==> src/utx_pkg.sv <==
// Package with register map, field layout, reset values and types of the serial transmitter.
package utx_pkg;

  ////////////////////////////////////////////////////////////////////////////
  // Register indices; the byte address is four times the index.
  localparam int          AXI_ADDR_W   = 8;
  localparam logic [5:0]  IDX_TX_LOW   = 6'h02;
  localparam logic [5:0]  IDX_TX_HIGH  = 6'h03;
  localparam logic [5:0]  IDX_STATUS   = 6'h04;
  localparam logic [5:0]  IDX_CTRL     = 6'h05;
  localparam logic [5:0]  IDX_CONFIG   = 6'h06;

  ////////////////////////////////////////////////////////////////////////////
  // Field positions.
  localparam int BIT_RXC       = 7;
  localparam int BIT_TXC       = 6;
  localparam int BIT_DRE       = 5;
  localparam int BIT_RXS       = 4;
  localparam int BIT_ISF       = 3;
  localparam int BIT_LOOP      = 3;
  localparam int BIT_ABE       = 2;
  localparam int BIT_BDF       = 1;
  localparam int BIT_WFB       = 0;
  localparam int CFG_SOF_EN    = 6;
  localparam int CFG_HOST_SPI  = 7;

  ////////////////////////////////////////////////////////////////////////////
  // Reset values, masks and encodings.
  localparam logic [7:0]  CTRL_RST         = 8'h00;
  localparam logic [7:0]  CTRL_MASK        = 8'hfd;
  localparam logic [7:0]  CFG_RST          = 8'h03;
  localparam logic [7:0]  CFG_MASK         = 8'hf7;
  localparam logic [7:0]  STATUS_RST       = 8'h20;
  localparam logic [2:0]  CW_NINE_LOW      = 3'h6;
  localparam logic [2:0]  CW_NINE_HIGH     = 3'h7;
  localparam logic [1:0]  MODE_GENERIC_AB  = 2'h2;
  localparam logic [1:0]  MODE_LIN_AB      = 2'h3;
  localparam logic [7:0]  SYNC_CHAR        = 8'h55;
  localparam logic [1:0]  RESP_OKAY        = 2'h0;
  localparam logic [1:0]  RESP_SLVERR      = 2'h2;
  localparam logic [15:0] CLKS_PER_BIT_DEF = 16'h0010;

  typedef enum logic {
    TX_IDLE  = 1'b0,
    TX_SHIFT = 1'b1
  } utx_tx_state_t;

  typedef struct packed {
    logic          aw_full;
    logic          aw_rdy;
    logic [7:0]    aw_addr;
    logic          w_full;
    logic          w_rdy;
    logic [7:0]    w_data;
    logic          w_strb0;
    logic          bvalid;
    logic [1:0]    bresp;
    logic          ar_rdy;
    logic          rvalid;
    logic [1:0]    rresp;
    logic [7:0]    rdata;
    logic [7:0]    tx_low;
    logic          tx_high;
    logic [8:0]    buf_data;
    logic          buf_full;
    utx_tx_state_t tx_state;
    logic [8:0]    sh_data;
    logic [3:0]    bits_left;
    logic [15:0]   baud_cnt;
    logic          txd;
    logic [7:0]    ctrl;
    logic [7:0]    cfg;
    logic          rxc;
    logic          txc;
    logic          rxs;
    logic          isf;
    logic          bdf;
    logic          await_break;
    logic          rx_s1;
    logic          rx_s2;
    logic          rx_line;
    logic          irq_rxc;
    logic          irq_dre;
    logic          irq_txc;
  } utx_state_t;

  localparam utx_state_t ST_RST = '{tx_state: TX_IDLE, txd: 1'b1, ctrl: CTRL_RST, cfg: CFG_RST,
                                    rx_s1: 1'b1, rx_s2: 1'b1, rx_line: 1'b1, default: '0};

endpackage

==> src/utx_serial_tx.sv <==
// Transmit data path, status flags and interrupt gating of the serial transceiver.
`timescale 1ns/1ps
`default_nettype none
module utx_serial_tx
  import utx_pkg::*;
#(
  parameter logic [15:0] CLKS_PER_BIT = CLKS_PER_BIT_DEF
) (
  // Clock, reset and enable
  input  wire logic                  I_CLK_SYS,
  input  wire logic                  I_RST,
  input  wire logic                  I_CE,
  // AXI4-Lite write channels
  input  wire logic [AXI_ADDR_W-1:0] I_AXI_AWADDR,
  input  wire logic                  I_AXI_AWVALID,
  output logic                       O_AXI_AWREADY,
  input  wire logic [31:0]           I_AXI_WDATA,
  input  wire logic [3:0]            I_AXI_WSTRB,
  input  wire logic                  I_AXI_WVALID,
  output logic                       O_AXI_WREADY,
  output logic [1:0]                 O_AXI_BRESP,
  output logic                       O_AXI_BVALID,
  input  wire logic                  I_AXI_BREADY,
  // AXI4-Lite read channels
  input  wire logic [AXI_ADDR_W-1:0] I_AXI_ARADDR,
  input  wire logic                  I_AXI_ARVALID,
  output logic                       O_AXI_ARREADY,
  output logic [31:0]                O_AXI_RDATA,
  output logic [1:0]                 O_AXI_RRESP,
  output logic                       O_AXI_RVALID,
  input  wire logic                  I_AXI_RREADY,
  // Events and levels from the receiver and auto-baud logic
  input  wire logic                  I_RX_UNREAD,
  input  wire logic                  I_RX_DATA_DONE,
  input  wire logic                  I_SOF_DET,
  input  wire logic                  I_STANDBY,
  input  wire logic                  I_SYNC_BAD_LEN,
  input  wire logic                  I_SYNC_VALID,
  input  wire logic [7:0]            I_SYNC_CHAR,
  input  wire logic                  I_BREAK_SYNC,
  // Serial pins and receiver feed
  input  wire logic                  I_RXD,
  output logic                       O_TXD,
  output logic                       O_RX_LINE,
  output logic                       O_AWAIT_BREAK,
  output logic [1:0]                 O_RX_SPEED_MODE,
  // Interrupt vectors
  output logic                       O_IRQ_RXC,
  output logic                       O_IRQ_DRE,
  output logic                       O_IRQ_TXC
);

  ////////////////////////////////////////////////////////////////////////////
  // Helpers.

  function automatic logic reg_hit(input logic [7:0] a);
    logic [5:0] idx;
    idx = a[7:2];
    reg_hit = (a[1:0] == 2'h0) && (idx >= IDX_TX_LOW) && (idx <= IDX_CONFIG);
  endfunction

  function automatic logic [3:0] data_bits(input logic [2:0] cw);
    data_bits = (cw >= CW_NINE_LOW) ? 4'h9 : (cw > 3'h3) ? 4'h8 : 4'(cw) + 4'h5;
  endfunction

  // Unused upper data bits are forced high so they shift out as stop level.
  function automatic logic [8:0] frame_data(input logic [8:0] d, input logic [2:0] cw);
    logic [8:0] f;
    f = d;
    for (int i = 0; i < 9; i++) begin
      if (4'(i) >= data_bits(cw)) begin
        f[i] = 1'b1;
      end
    end
    frame_data = f;
  endfunction

  ////////////////////////////////////////////////////////////////////////////
  // State.

  utx_state_t st_reg;
  utx_state_t st_next;
  logic       wr_en;
  logic [5:0] wr_idx;
  logic       wr_lo;
  logic       wr_hi;
  logic       wr_stat;
  logic       nine_lo;
  logic       adv;
  logic       load;
  logic       frame_end;
  logic       ab_on;
  logic [7:0] status_byte;
  logic [7:0] rd_byte;
  logic [5:0] rd_idx;

  assign status_byte = {st_reg.rxc, st_reg.txc, ~st_reg.buf_full, st_reg.rxs,
                        st_reg.isf, 1'b0, st_reg.bdf, 1'b0};

  always_comb begin
    st_next   = st_reg;
    wr_en     = 1'b0;
    wr_idx    = st_reg.aw_addr[7:2];
    rd_idx    = I_AXI_ARADDR[7:2];
    rd_byte   = 8'h00;
    frame_end = 1'b0;
    nine_lo   = (st_reg.cfg[2:0] == CW_NINE_LOW);
    ab_on     = (st_reg.cfg[5:4] == MODE_GENERIC_AB) || (st_reg.cfg[5:4] == MODE_LIN_AB);
    wr_lo     = 1'b0;
    wr_hi     = 1'b0;
    wr_stat   = 1'b0;
    adv       = 1'b0;
    load      = 1'b0;
    case (rd_idx)
      IDX_TX_LOW:  rd_byte = st_reg.tx_low;
      IDX_TX_HIGH: rd_byte = {7'h00, st_reg.tx_high};
      IDX_STATUS:  rd_byte = status_byte;
      IDX_CTRL:    rd_byte = st_reg.ctrl;
      IDX_CONFIG:  rd_byte = st_reg.cfg;
      default:     rd_byte = 8'h00;
    endcase
    if (I_CE) begin
      // Write address and data are held independently; the response follows both.
      if (I_AXI_AWVALID && st_reg.aw_rdy) begin
        st_next.aw_full = 1'b1;
        st_next.aw_addr = I_AXI_AWADDR;
      end
      if (I_AXI_WVALID && st_reg.w_rdy) begin
        st_next.w_full  = 1'b1;
        st_next.w_data  = I_AXI_WDATA[7:0];
        st_next.w_strb0 = I_AXI_WSTRB[0];
      end
      if (st_reg.bvalid && I_AXI_BREADY) begin
        st_next.bvalid = 1'b0;
      end
      if (st_reg.aw_full && st_reg.w_full && !st_reg.bvalid) begin
        st_next.aw_full = 1'b0;
        st_next.w_full  = 1'b0;
        st_next.bvalid  = 1'b1;
        st_next.bresp   = reg_hit(st_reg.aw_addr) ? RESP_OKAY : RESP_SLVERR;
        wr_en           = reg_hit(st_reg.aw_addr) && st_reg.w_strb0;
      end
      if (st_reg.rvalid && I_AXI_RREADY) begin
        st_next.rvalid = 1'b0;
      end
      if (I_AXI_ARVALID && st_reg.ar_rdy) begin
        st_next.rvalid = 1'b1;
        st_next.rdata  = rd_byte;
        st_next.rresp  = reg_hit(I_AXI_ARADDR) ? RESP_OKAY : RESP_SLVERR;
      end
      st_next.aw_rdy = ~st_next.aw_full;
      st_next.w_rdy  = ~st_next.w_full;
      st_next.ar_rdy = ~st_next.rvalid;

      // Register writes.
      wr_lo   = wr_en && (wr_idx == IDX_TX_LOW);
      wr_hi   = wr_en && (wr_idx == IDX_TX_HIGH);
      wr_stat = wr_en && (wr_idx == IDX_STATUS);
      if (wr_lo) begin
        st_next.tx_low = st_reg.w_data;
      end
      if (wr_hi) begin
        st_next.tx_high = st_reg.w_data[0];
      end
      if (wr_en && (wr_idx == IDX_CTRL)) begin
        st_next.ctrl = st_reg.w_data & CTRL_MASK;
      end
      if (wr_en && (wr_idx == IDX_CONFIG)) begin
        st_next.cfg = st_reg.w_data & CFG_MASK;
      end
      if (wr_stat) begin
        st_next.await_break = st_reg.w_data[BIT_WFB];
      end

      // Buffer advance and hand-off to the shifter.
      adv  = (wr_lo && !nine_lo) || (wr_hi && nine_lo);
      load = st_reg.buf_full && (st_reg.tx_state == TX_IDLE);
      if (load) begin
        st_next.buf_full = 1'b0;
      end
      if (adv) begin
        st_next.buf_full = 1'b1;
        st_next.buf_data = {wr_hi ? st_reg.w_data[0] : st_reg.tx_high,
                            wr_lo ? st_reg.w_data : st_reg.tx_low};
      end

      // Shifter: start bit, data bits least significant first, one stop bit.
      case (st_reg.tx_state)
        TX_IDLE: begin
          if (load) begin
            st_next.tx_state  = TX_SHIFT;
            st_next.sh_data   = frame_data(st_reg.buf_data, st_reg.cfg[2:0]);
            st_next.bits_left = data_bits(st_reg.cfg[2:0]) + 4'h1;
            st_next.baud_cnt  = 16'h0000;
            st_next.txd       = 1'b0;
          end
        end
        TX_SHIFT: begin
          if (st_reg.baud_cnt >= CLKS_PER_BIT - 16'h0001) begin
            st_next.baud_cnt = 16'h0000;
            if (st_reg.bits_left == 4'h0) begin
              st_next.tx_state = TX_IDLE;
              frame_end        = 1'b1;
            end else begin
              st_next.txd       = st_reg.sh_data[0];
              st_next.sh_data   = {1'b1, st_reg.sh_data[8:1]};
              st_next.bits_left = st_reg.bits_left - 4'h1;
            end
          end else begin
            st_next.baud_cnt = st_reg.baud_cnt + 16'h0001;
          end
        end
        default: st_next.tx_state = TX_IDLE;
      endcase

      // Flags: a set in the same cycle as a write-one clear wins.
      st_next.rxc = I_RX_UNREAD;
      st_next.txc = (st_reg.txc & ~(wr_stat & st_reg.w_data[BIT_TXC]))
                  | (frame_end & ~st_reg.buf_full & ~adv);
      st_next.rxs = (st_reg.rxs & ~(wr_stat & st_reg.w_data[BIT_RXS]))
                  | (I_SOF_DET & st_reg.cfg[CFG_SOF_EN] & I_STANDBY
                     & ~st_reg.cfg[CFG_HOST_SPI]);
      st_next.isf = (st_reg.isf & ~(wr_stat & st_reg.w_data[BIT_ISF]))
                  | (ab_on & I_SYNC_BAD_LEN)
                  | ((st_reg.cfg[5:4] == MODE_LIN_AB) & I_SYNC_VALID
                     & (I_SYNC_CHAR != SYNC_CHAR));
      st_next.bdf = (st_reg.bdf & ~(wr_stat & st_reg.w_data[BIT_BDF]) & ~I_RX_DATA_DONE)
                  | (ab_on & I_BREAK_SYNC);

      // Loop-back takes the receiver feed from our own transmit pin.
      st_next.rx_s1   = I_RXD;
      st_next.rx_s2   = st_reg.rx_s1;
      st_next.rx_line = st_reg.ctrl[BIT_LOOP] ? st_reg.txd : st_reg.rx_s2;

      // Interrupts are levels of flag and enable, one register behind neither.
      st_next.irq_rxc = (st_next.rxc & st_next.ctrl[BIT_RXC])
                      | (st_next.rxs & st_next.ctrl[BIT_RXS])
                      | (st_next.isf & st_next.ctrl[BIT_ABE]);
      st_next.irq_dre = ~st_next.buf_full & st_next.ctrl[BIT_DRE];
      st_next.irq_txc = st_next.txc & st_next.ctrl[BIT_TXC];
    end
  end

  always_ff @(posedge I_CLK_SYS) begin
    if (I_RST) begin
      st_reg <= ST_RST;
    end else begin
      st_reg <= st_next;
    end
  end

  ////////////////////////////////////////////////////////////////////////////
  // Outputs.

  assign O_AXI_AWREADY   = st_reg.aw_rdy;
  assign O_AXI_WREADY    = st_reg.w_rdy;
  assign O_AXI_BRESP     = st_reg.bresp;
  assign O_AXI_BVALID    = st_reg.bvalid;
  assign O_AXI_ARREADY   = st_reg.ar_rdy;
  assign O_AXI_RDATA     = {24'h000000, st_reg.rdata};
  assign O_AXI_RRESP     = st_reg.rresp;
  assign O_AXI_RVALID    = st_reg.rvalid;
  assign O_TXD           = st_reg.txd;
  assign O_RX_LINE       = st_reg.rx_line;
  assign O_AWAIT_BREAK   = st_reg.await_break;
  assign O_RX_SPEED_MODE = st_reg.cfg[5:4];
  assign O_IRQ_RXC       = st_reg.irq_rxc;
  assign O_IRQ_DRE       = st_reg.irq_dre;
  assign O_IRQ_TXC       = st_reg.irq_txc;
endmodule
`default_nettype wire

==> config.mk <==
export PLATFORM = sky130hd
export DESIGN_NAME = utx_serial_tx
export DESIGN_NICKNAME = d
export VERILOG_FILES = /design/src/utx_pkg.sv /design/src/utx_serial_tx.sv
export SDC_FILE = /design/constraint.sdc
export NUM_CORES = 1
export LEC_CHECK = 0
export ABC_AREA = 1
export BUFFER_PORTS_ARGS = -buffer_cell sky130_fd_sc_hd__buf_4
export CAP_MARGIN = 20
export CORE_UTILIZATION = 49
export CTS_CLUSTER_DIAMETER = 30
export DETAILED_ROUTE_END_ITERATION = 8
export PLACE_DENSITY = 0.87
export SYNTH_ARGS = -nofsm -noshare
export SYNTH_HDL_FRONTEND = slang
export SYNTH_SLANG_ARGS = --single-unit
==> constraint.sdc <==
create_clock -name I_CLK_SYS -period 1.8 [get_ports I_CLK_SYS]
set_input_delay 0.27 -clock I_CLK_SYS [delete_from_list [all_inputs] [get_ports I_CLK_SYS]]
set_output_delay 0.27 -clock I_CLK_SYS [all_outputs]
set_load 0.02 [all_outputs]
# Word level (Yosys, flattened, before mapping)
# Index checks and enable logic that the tools add are counted.
# classes
addsub	4
magnitude_cmp	16
eq_ne	20
muxes	47
bitwise_logic	43
n_reduce_logical	39
# ops
cell	count
31-bit one-hot mux with 2 select lines	1
8-bit one-hot mux with 5 select lines	1
6-bit by 3-bit == test with 1-bit output, second input constant	6
31-bit two-way mux	1
1-bit two-way mux	29
6-bit by 2-bit == test with 1-bit output, second input constant	4
8-bit two-way mux	3
1-bit bitwise AND	23
11-bit two-way mux	2
1-bit logical AND	20
10-bit two-way mux	2
2-bit AND reduction	10
16-bit by 1-bit adder with 16-bit output, second input constant	1
16-bit by 4-bit greater-or-equal comparator with 1-bit output, second input constant	1
3-bit by 4-bit greater-or-equal comparator with 1-bit output, first input constant	4
16-bit two-way mux	1
14-bit two-way mux	1
13-bit two-way mux	1
1-bit NOT	13
6-bit by 2-bit greater-or-equal comparator with 1-bit output, second input constant	2
6-bit by 3-bit less-or-equal comparator with 1-bit output, second input constant	2
2-bit by 1-bit inequality test with 1-bit output, second input constant	5
1-bit by 4-bit greater-or-equal comparator with 1-bit output, first input constant	2
2-bit by 4-bit greater-or-equal comparator with 1-bit output, first input constant	2
20 further kinds	32
# word_totals
register_bits	113
in_bits	76
word_cells	206

# Depth between registers and ports, before layout
# Gate-level depths: netlist of the first run.
# depth
word_depth	14
ltp_mapped	13

# Worst setup path before layout of the first run
# OpenSTA, ideal clock, no wires.
# synth_path
kind	flip-flop to flip-flop
from	reg st_reg[12] in the netlist's numbering
to	reg st_reg[55] in the netlist's numbering
arrival_ns	1.763
setup_slack_ns	-0.088
path_stages_with_launch	14
n_path_buf	0
synth_period_minus_slack_ns	1.888
path_cell_list	dfxtp_1 > inv_1 > ha_1 > nand2_1 > inv_1 > o31ai_1 > nand2_1 > inv_1 > ha_1 > inv_1 > nor2_1 > a21oi_1 > o21ai_0 > a31oi_1
# synth_via
elab_chain_cells	7
word_cells_on_any_way	9
# synth_lines
element	line_no	text
start: declaration	utx_serial_tx.sv:81	utx_state_t st_reg;
start signal: assignment	utx_serial_tx.sv:248	st_reg <= st_next;
3-bit by 3-bit adder with 4-bit output or 3-bit by 2-bit greater-than comparator with 1-bit output (tied branches)	utx_serial_tx.sv:63	data_bits = (cw >= CW_NINE_LOW) ? 4'h9 : (cw > 3'h3) ? 4'h8 : 4'(cw) + 4'h5;
4-bit two-way mux	utx_serial_tx.sv:63	
4-bit two-way mux *	utx_serial_tx.sv:63	
3-bit by 4-bit greater-or-equal comparator with 1-bit output *	utx_serial_tx.sv:71	if (4'(i) >= data_bits(cw)) begin
1-bit two-way mux *	utx_serial_tx.sv:71	
31-bit two-way mux *	utx_serial_tx.sv:190	if (load) begin
31-bit one-hot mux with 2 select lines *	utx_serial_tx.sv:188	case (st_reg.tx_state)
# Mark *: on every way between the ends. The rest lies on a longest branch, timed or not. The select of a mux whose other input is x is not followed.
# A chain may end at the register's enable or synchronous reset.

# Worst setup path in the final report of the first run
# layout_path
from	reg st_reg[12] in the netlist's numbering
to	reg st_reg[57] in the netlist's numbering
# layout_via
elab_chain_cells	7
word_cells_on_any_way	9
# layout_lines
element	line_no
3-bit by 3-bit adder with 4-bit output or 3-bit by 2-bit greater-than comparator with 1-bit output (tied branches)	utx_serial_tx.sv:63
4-bit two-way mux	utx_serial_tx.sv:63
4-bit two-way mux *	utx_serial_tx.sv:63
4-bit greater-or-equal comparator *	utx_serial_tx.sv:71
1-bit two-way mux *	utx_serial_tx.sv:71
31-bit two-way mux *	utx_serial_tx.sv:190
31-bit one-hot mux with 2 select lines *	utx_serial_tx.sv:188
# Marked as above.

==> results.md, run 1 <==
- Area grow syn2layout: 25.25%
- Initial core utilization: about half
- Status: complete, but fails checks
- Total power: roughly 4.6 mW
- CP max stage delay: roughly 0.4 ns
- Count leader, synth: nand2_1
- Yosys cell types: 46
- Die width: 107.5 um
- Pin count of the biggest net entering global routing: 54
- Critical path arrival: 2.27 ns
- CP required: slightly above 2 ns
- Failing checks: negative setup slack
- Core footprint: approximately 11000 sq um
- Initial antenna violation count: 0
- Clock buffer count from CTS: 9
- Synthesized cell area: 5451 sq um
- Mapped Avg Cell Area: 7.337 sq um
- GR Util All Layers: 24.84%
- Buf/Inv on CP: 2
- Fillcell total: 842
- Final Util: 62.98%
- Sw Ratio: 26.45%
- Post-synth top area share: 40.39%
- CTS Hold Bufs: 0
- Global-route wire length before repair: 22650 um
- Synth Register Bits: 110
- Critical path class: flip-flop to flip-flop
- Htree depth: 3
- Fin crit period: 2.011 ns
- Area contributors post-synth: dfxtp_1 40%, nand2_1 8.7%, inv_1 6.8%
- Final setup margin: -0.2107 ns
- Antenna cells: 0
- Unrepaired setup endpoints after global routing: true
- Critical-path top delay cell: dfxtp_4
- Critical path's top delay family: compound AO/OA/AOI/OAI gates
- Worst Skew: 0.01581 ns
- Drt first-iter violations: approximately 660
- Placed Area: 6113 sq um
- Top Ports: 125
- Drt pass-1 iters: 5
- Pint: approximately 3.4 mW
- Vias in the first global route: 4943
- Leak: 2.850 nW
- Clk sinks: 110
- Logic pwr share: 9.8%
- CTS max path bufs: 2
- Gr ovfl total: 0
- Site Rows: 38
- Max-slew violation count: 0
- Psw: 1.213 mW
- Largest register FFs: 87
- Clock root buffer: clkbuf_8
- CTS tree: yes
- EDFF count, synth: 0
- Asr flop ratio synth: 0%
- Port-buffer cells: just over 70
- Period Utilization, post-route: 111.7%
- DR WL/cell: 15.97 um
- Worst-path maximum fanout: 3
- Worst Setup Start Kind: flip-flop
- Worst-path clk slew: 0.11 ns
- Ys Warns: 0
- Final Wtd Congestion: around 0.9
- Max-slew headroom: 61.62%
- Synth top cells by count: 126 x nand2_1, 110 x dfxtp_1, 99 x inv_1
- Share of post-route cells with drive strength above 1: 29.24%
- Area leader, netlist: dfxtp_1
- VDD IR max: roughly 0.00037 V
- Max_cap viols: 0
- Via/cell ratio: 5.583
- Max Clock Freq: 0.4973 GHz
- Worst-Margin Slew: 0.5740 ns
- Hold Crit Class: input port to flip-flop
- Endpoint class of the critical path: flip-flop
- # nets final: 917
- CP cell instances: ha_4 -> ha_4 -> inv_2 -> o31ai_2 -> nand2_1 -> ha_1 -> inv_2 -> o21ai_0 -> o21ai_0 -> a31oi_1
- Detail Route Antenna Nets: 0
- Clock latency at the later pin of the worst-skew pair: 0.39 ns
- Fin area: roughly 7000 sq um
- Die ar.: 11550 sq um
- Post-Synthesis Cells: 743
- Most used DFF post-synth: dfxtp_1
- Clk network pwr share: 35.6%
- WL final: 15620 um
- Height of the chip: 107.5 um
- Register share of total power: 54.6%
- Sequential area share after synthesis: between 40% and 50%
- Final Hold Fails: 0
- Setup violators final: 18
- DR DRC count: 0
- DR vias: about 5500
- Hpwl dp: 9279 um
- Pwr/cell area: 671.7 nW/um^2
path summary, 6_finish.rpt:
path              startpoint         end  slack (ns)  cells past startpoint
hold reg to reg   st_reg[33]  st_reg[33]        0.44                      2
setup reg to reg  st_reg[12]  st_reg[57]       -0.21                     10
setup / recovery  st_reg[12]  st_reg[57]       -0.21                     10
hold / removal         I_RXD   st_reg[5]         0.1                      3
worst reg2reg max path: stages (launching register included):
cell and delay, ns:
dfxtp_4 0.40, ha_4 0.15, ha_4 0.13, inv_2 0.04, o31ai_2 0.25, nand2_1 0.13
ha_1 0.23, inv_2 0.07, o21ai_0 0.09, o21ai_0 0.27, a31oi_1 0.14
through the flow:
step | TNS (ns) | worst slack [ns] | hold WS (ns) | cells
2_1_floorplan | 0 | 0.002417 | 0.3963 | 768
3_3_place_gp | -0.2555 | -0.1281 | 0.4271 | 945
3_5_place_dp | -0.5283 | -0.1867 | 0.4303 | 945
4_1_cts | -0.1732 | -0.04866 | 0.1096 | 970
5_1_grt | -3.865 | -0.3125 | 0.1076 | 978
6_report | -1.292 | -0.2107 | 0.09728 | 978
routing by layer:
metal | vias up | wire (um) | global-route usage, %
li1 | 2545 | - | -
met1 | 2545 | 6344 | 31.12
met2 | 299 | 7430 | 41.43
met3 | 71 | 1201 | 3.390
met4 | 0 | 641 | 13.11
met5 | - | 0 | 0
layout make-up:
type                            count  area (sq um)  area share, %
Tap cell                          140         175.2          2.566
Clock inverter                      5         66.31         0.9712
Clock buffer                       11         151.4          2.217
Sequential cell                   110          2221          32.53
Inverter                          106         422.9          6.194
Timing Repair inverter              3         18.77         0.2749
Multi-Input combinational cell    490          2880          42.18
Timing Repair Buffer              113         892.1          13.07
power by group through the flow:
stage          Clock, mW  Combinational [mW]  Sequential [mW]
2_1_floorplan          0               0.264             2.56
3_3_place_gp           0               0.387             2.56
3_5_place_dp           0               0.395             2.56
4_1_cts             1.61               0.405             2.50
5_1_grt             1.75               0.484             2.51
6_report            1.63               0.449             2.50
timing repair:
action / CTS / global route
setup buffers: 5 / 7
pin swaps: 17 / 22
endpoints found under the setup margin: 13 / 52
gates resized for setup: 26 / 85
cloned: 4 / 1
layout by cell type (no fill, tap or decap), types with 5 or more instances in the layout:
cell type / n
nand2_1: 112
buf_4: 106
dfxtp_1: 101
inv_1: 88
a21oi_1: 59
nor2_1: 56
o21ai_0: 46
conb_1: 26
a21oi_2: 24
nand2_2: 17
nand3_1: 15
nor3_1: 14
inv_2: 11
nand4_1: 11
o21a_1: 11
clkbuf_8: 11
o21ai_1: 10
a211oi_1: 9
nand2_4: 8
nand3_4: 6
dfxtp_2: 6
nor2_4: 5
a31oi_1: 5
ha_4: 5
buf_6: 5
cell families after synthesis:
group / count (synthesis) / synth area share [%]
compound gates: 188 / 20.52
buf+inv: 170 / 14.78
flops: 110 / 40.39
fa+ha+maj: 8 / 1.836
other cells: 1 / 0.06879
simple gates: 263 / 21.92
xor+xnor: 3 / 0.4821
(Power assumes the default switching activity.)
==> run 2: changes to the inputs <==
--- a/config.mk
+++ b/config.mk
@@ -11,7 +11,7 @@
 export CORE_UTILIZATION = 49
 export CTS_CLUSTER_DIAMETER = 30
 export DETAILED_ROUTE_END_ITERATION = 8
-export PLACE_DENSITY = 0.87
+export PLACE_DENSITY = 0.76
 export SYNTH_ARGS = -nofsm -noshare
 export SYNTH_HDL_FRONTEND = slang
 export SYNTH_SLANG_ARGS = --single-unit
==> run 2 against run 1 <==
Net effect: the run still ends with negative setup slack left; fmax grew 7.7%; non-clock buffer count shrank 7; combinational power fell by 6.7%; global-route usage decreased by 0.81 points; via count shrank 5.8%; sequential share of layout area rose by 0.50 points.
==> results.md, run 2 (synthesis results as in run 1) <==
- Critical path class: flip-flop to flip-flop
- Commonest cells after routing, fill and taps aside: 106 x nand2_1, 100 x dfxtp_1, 98 x buf_4
- Initial antenna violation count: 0 (unchanged)
- Antenna cells: 0 (unchanged)
- Fin crit period: 1.867 ns (-0.1433 ns)
- Worst-path clk slew: 0.10 ns (about the same)
- Area grow syn2layout: 23.30%
- Max-slew headroom: 58.67% (-3.0 points)
- Setup violators final: 15 (-3)
- Worst-Margin Slew: 0.6183 ns (+0.04423 ns)
- Failing checks: negative setup slack
- Initial core utilization: 50.29% (unchanged)
- Worst-path maximum fanout: 4 (+1)
- Pwr/cell area: 663.2 nW/um^2 (-1.3%)
- Via/cell ratio: 5.309 (-4.9%)
- Commonest non-fill, non-tap cell in the layout: nand2_1
- Clk sinks: 110 (unchanged)
- Drt first-iter violations: 361 (-45%)
- Depth of the worst hold-timing path: 3 (unchanged)
- Critical path arrival: 2.17 ns (-0.10 ns)
- Drt pass-1 iters: 5 (unchanged)
- Port-buffer cells: 71 (unchanged)
- Share of post-route cells with drive strength above 1: 28.59% (-0.65 points)
- Final Wtd Congestion: 0.8979 (-0.47%)
- Final setup margin: -0.06741 ns (+0.1433 ns)
- Pin count of the biggest net entering global routing: 53 (-1.9%)
- Endpoint class of the critical path: flip-flop
- CTS tree: yes
- Die ar.: 11550 sq um (unchanged)
- Htree depth: 3 (unchanged)
- Fillcell total: 935 (+11%)
- Worst Setup Start Kind: flip-flop
- Setup TNS: -0.2695 ns (+1.023 ns)
- Hold WS: 0.1272 ns (+0.02993 ns)
- Vias in the first global route: 4660 (-5.7%)
- Clock latency at the later pin of the worst-skew pair: 0.38 ns (about the same)
- Total power: 4.458 mW (-2.8%)
- Core footprint: 10840 sq um (unchanged)
- DR WL/cell: 14.47 um (-9.4%)
- Gr ovfl total: 0 (unchanged)
- CP required: 2.11 ns (+0.05 ns)
- Largest register FFs: 87 (unchanged)
- # nets final: 909 (-0.87%)
- DR vias: 5144 (-5.8%)
- Status: complete, but fails checks
- Detail Route Antenna Nets: 0 (unchanged)
- CTS max path bufs: 2 (unchanged)
- Final Util: 62.00% (-0.98 points)
- Hpwl dp: 9599 um (+3.4%)
- Max-slew violation count: 0 (unchanged)
- Max_cap viols: 0 (unchanged)
- Worst Skew: 0.01114 ns (-0.004670 ns)
- Top Ports: 125 (unchanged)
- Clock buffer count from CTS: 9 (unchanged)
- Leak: 2.786 nW (-2.3%)
- GR Util All Layers: 24.04% (-0.81 points)
- Worst Reg-to-Reg Cells: 12 (+2)
- Hold Crit Class: input port to flip-flop
- Clock root buffer: clkbuf_8
- Max Clock Freq: 0.5355 GHz (+7.7%)
- Height of the chip: 107.5 um (unchanged)
- Final Hold Fails: 0 (unchanged)
- WL final: 14020 um (-10%)
- VDD IR max: 0.0003143 V (-16%)
- Die width: 107.5 um (unchanged)
- Site Rows: 38 (unchanged)
- Global-route wire length before repair: 21850 um (-3.6%)
- Unrepaired setup endpoints after global routing: true
- DR DRC count: 0 (unchanged)
- Period Utilization, post-route: 103.7% (-8.0 points)
## run 2: changes by cell type in the layout (fill, tap and decap cells not counted), sizes merged
cell and change:
inv -1, buf -7, clkbuf -1, clkinv -1, clkinvlp +1
## run 2: power by group
part	internal (mW)	leakage [nW]	switching, mW	total [mW]
Sequential	2.47	0.894	0.0319	2.50
Combinational	0.156	1.80	0.263	0.419
Clock	0.677	0.0948	0.859	1.54
Total	3.30	2.79	1.15	4.46
## run 2: worst paths after layout
kind | end | from | slack (ns)
max reg2reg | st_reg[55] | st_reg[13] | -0.07
max | st_reg[55] | st_reg[13] | -0.07
min reg2reg | st_reg[37] | st_reg[37] | 0.45
min | st_reg[5] | I_RXD | 0.13
## run 2: layout make-up
cell class	count	area (sq um)	area share, %
inverters	106	427.9	6.366
clock buffers	10	137.6	2.048
repair inverters	2	12.51	0.1862
flip-flops and latches	110	2220	33.02
well taps	140	175.2	2.606
clock inverters	5	58.81	0.8749
multi-input cells	490	2838	42.22
repair buffers	106	852.1	12.68
## run 2: through the flow
| step | setup slack, ns | cell area [sq um] | std cells |
|---|---|---|---|
| global route | -0.1460 | 6721 | 969 |
| global placement | -0.1162 | 6078 | 942 |
| detailed placement | -0.1892 | 6078 | 942 |
| CTS | -0.02694 | 6435 | 963 |
| floorplan | 0.002417 | 5550 | 768 |
| finish | -0.06741 | 6721 | 969 |
## run 2: critical path, stage by stage (launching register included)
cell and delay (ns):
dfxtp_4 0.38, ha_4 0.14, ha_4 0.15, inv_4 0.04, o31ai_4 0.27, nand2_2 0.10, inv_2 0.10, buf_6 0.11
ha_4 0.13, nor2_4 0.03, a21oi_2 0.12, o21ai_1 0.07, a31oi_1 0.16
## run 2: per-layer routing
| layer | global-route usage [%] | part of all wire (%) | vias to the layer above |
|---|---|---|---|
| met5 | 0 | 0 | - |
| li1 | - | - | 2532 |
| met3 | 3.511 | 5.6 | 29 |
| met4 | 8.904 | 2.4 | 0 |
| met2 | 39.31 | 48 | 191 |
| met1 | 32.11 | 44 | 2392 |
## run 2: what timing repair did
action | 4_1_cts | 5_1_grt
cloned | 2 | 2
hold buffers | 0 | 0
pin swaps | 12 | 27
buffers inserted | 4 | 4
resized for setup | 24 | 83
endpoints found under the setup margin | 20 | 50
==> run 3: changes to the inputs <==
--- a/config.mk
+++ b/config.mk
@@ -8,10 +8,9 @@
 export ABC_AREA = 1
 export BUFFER_PORTS_ARGS = -buffer_cell sky130_fd_sc_hd__buf_4
 export CAP_MARGIN = 20
-export CORE_UTILIZATION = 49
+export CORE_UTILIZATION = 38
 export CTS_CLUSTER_DIAMETER = 30
 export DETAILED_ROUTE_END_ITERATION = 8
-export PLACE_DENSITY = 0.76
 export SYNTH_ARGS = -nofsm -noshare
 export SYNTH_HDL_FRONTEND = slang
 export SYNTH_SLANG_ARGS = --single-unit
==> run 3 against run 2 <==
Net effect: the run now ends clean; worst hold slack improved by 0.027 ns; clock skew fell by 0.0031 ns; worst setup slack improved by 0.076 ns; via count fell by 2.8%; global-route usage fell by 5.1 points.
==> results.md, run 3 (synthesis results as in run 1) <==
- Leak: 2.903 nW (+4.2%)
- Hpwl dp: 9669 um (+0.73%)
- DR vias: 4999 (-2.8%)
- Worst-path clk slew: 0.08 ns (-0.02 ns)
- Worst Skew: 0.008033 ns (-0.003104 ns)
- Via/cell ratio: 4.887 (-7.9%)
- Fin crit period: 1.792 ns (-0.07555 ns)
- Port-buffer cells: 71 (unchanged)
- Vias in the first global route: 4457 (-4.4%)
- Largest register FFs: 87 (unchanged)
- Final Hold Fails: 0 (unchanged)
- Final Util: 49.93% (-12 points)
- Final setup margin: 0.008135 ns (+0.07555 ns)
- Hold Crit Start: I_RXD
- Critical Path Start: st_reg[13]
- Commonest non-fill, non-tap cell in the layout: buf_4
- R2r startpoint: st_reg[13]
- Clock root buffer: clkbuf_16
- Worst-Margin Slew: 0.6616 ns (+0.04337 ns)
- Share of post-route cells with drive strength above 1: 28.71% (+0.12 points)
- Max-slew violation count: 0 (unchanged)
- Sequential Area: 2217 sq um (-0.11%)
- Area of the multi-input gates: 2861 sq um (+0.84%)
- Clock latency at the later pin of the worst-skew pair: 0.36 ns (-0.02 ns)
- Final Instance Count excl. Fillers: 1023 (+5.6%)
- Total length of routed met2 wires: 6029 um (-11%)
- Drt pass-1 iters: 5 (unchanged)
- WL final: 13780 um (-1.7%)
- DR WL/cell: 13.47 um (-6.9%)
- Site Rows: 43 (+13%)
- Worst-path maximum fanout: 4 (unchanged)
- CTS tree: yes
- Setup TNS: 0 ns (+0.2695 ns)
- Total power: 4.837 mW (+8.5%)
- Fin area: 6958 sq um (+3.5%)
- Gr ovfl total: 0 (unchanged)
- CP max stage delay: 0.37 ns (about the same)
- Critical path class: flip-flop to flip-flop
- Critical path's top delay family: compound AO/OA/AOI/OAI gates
- Worst Setup Start Kind: flip-flop
- Height of the chip: 121.8 um (+13%)
- Core footprint: 13930 sq um (+29%)
- Unrepaired setup endpoints after global routing: true
- Setup violators final: 0 (-15)
- Final Wtd Congestion: 0.8129 (-9.5%)
- Global-route wire length before repair: 21960 um (+0.50%)
- Max_cap viols: 0 (unchanged)
- Die ar.: 14830 sq um (+28%)
- CTS max path bufs: 2 (unchanged)
- Initial antenna violation count: 0 (unchanged)
- Critical path arrival: 2.03 ns (-0.14 ns)
- Antenna cells: 0 (unchanged)
- GR Util All Layers: 18.97% (-5.1 points)
- Placed Area: 6203 sq um (+2.1%)
- Worst slack, placed: -0.1749 ns (+0.01434 ns)
- DR DRC count: 0 (unchanged)
- Commonest cells after routing, fill and taps aside: 112 x buf_4, 110 x nand2_1, 102 x dfxtp_1
- Period Utilization, post-route: 99.55% (-4.2 points)
- Status: finished clean
- Highest Signal Layer: met4
- Max Clock Freq: 0.5581 GHz (+4.2%)
- Die width: 121.8 um (+13%)
- # nets final: 922 (+1.4%)
- Detail Route Antenna Nets: 0 (unchanged)
- Max-slew headroom: 55.89% (-2.8 points)
- Area grow syn2layout: 27.63%
- Buf/Inv on CP: 4 (+1)
- CP required: 2.04 ns (-0.07 ns)
- Pin count of the biggest net entering global routing: 53 (unchanged)
- Initial core utilization: 39.12% (-11 points)
- Htree depth: 3 (unchanged)
- Hold WS: 0.1542 ns (+0.02697 ns)
- Hold Crit Class: input port to flip-flop
- Endpoint class of the critical path: flip-flop
- Fillcell total: 1376 (+47%)
- Top Ports: 125 (unchanged)
- VDD IR max: 0.0004140 V (+32%)
- Clock buffer count from CTS: 9 (unchanged)
- Most used cell, CP: inv_2
- Met3 WL: 708 um (-9.1%)
- Met1 wire length: 6800 um (+11%)
- Critical-path top delay cell: dfxtp_4
- Drt first-iter violations: 311 (-14%)
- Pwr/cell area: 695.2 nW/um^2 (+4.8%)
- Clk sinks: 110 (unchanged)
- CP cell instances: buf_4 -> a21oi_1 -> inv_1 -> o31ai_2 -> nand2_1 -> inv_2 -> ha_4 -> inv_2 -> nor2_4 -> a21oi_2 -> o21ai_1 -> a31oi_1
- Post-placement cell count: 992 (+5.3%)
run 3: changes by cell type in the layout (fill, tap and decap cells not counted), sizes merged:
| cell | previous run | this run |
|---|---|---|
| buf | 106 | 119 |
| bufinv | 1 | 0 |
| clkbuf | 10 | 9 |
| clkinv | 4 | 10 |
| clkinvlp | 6 | 2 |
| inv | 102 | 103 |
run 3: timing repair:
action	in CTS	in global routing
cloned	3	1
hold buffers	0	0
gates resized for setup	29	79
setup endpoints to repair	24	45
setup buffers	5	6
pin swaps	16	35
run 3: where the power goes:
group,internal [mW],leakage (nW),switching [mW]
registers,2.47,0.893,0.0313
clock network,0.948,0.141,0.951
logic,0.169,1.87,0.269
run 3: tightest hold or removal path, stage by stage:
cell and delay, ns:
buf_4 0.08, nand2_1 0.06, nand3_1 0.07
run 3: final cells by class:
cell class	instances	share of cell area, %
Clock buffer	9	3.237
Timing Repair Buffer	119	13.47
Tap cell	180	3.237
Sequential cell	110	31.86
Inverter	106	6.168
Timing Repair inverter	2	0.1978
Clock inverter	7	0.7013
Multi-Input combinational cell	490	41.13
run 3: final timing paths:
| kind | endpoint | slack (ns) | cells after the start |
|---|---|---|---|
| worst min-delay path | st_reg[5] | 0.15 | 3 |
| worst min register to register | st_reg[36] | 0.44 | 2 |
| worst max register to register | st_reg[55] | 0.008 | 12 |
| worst max-delay path | st_reg[55] | 0.008 | 12 |
run 3: metal layers:
metal	vias to the layer above	global-route usage, %
li1	2572	-
met1	2262	27.25
met2	143	28.78
met3	22	2.341
met4	0	7.176
met5	-	0
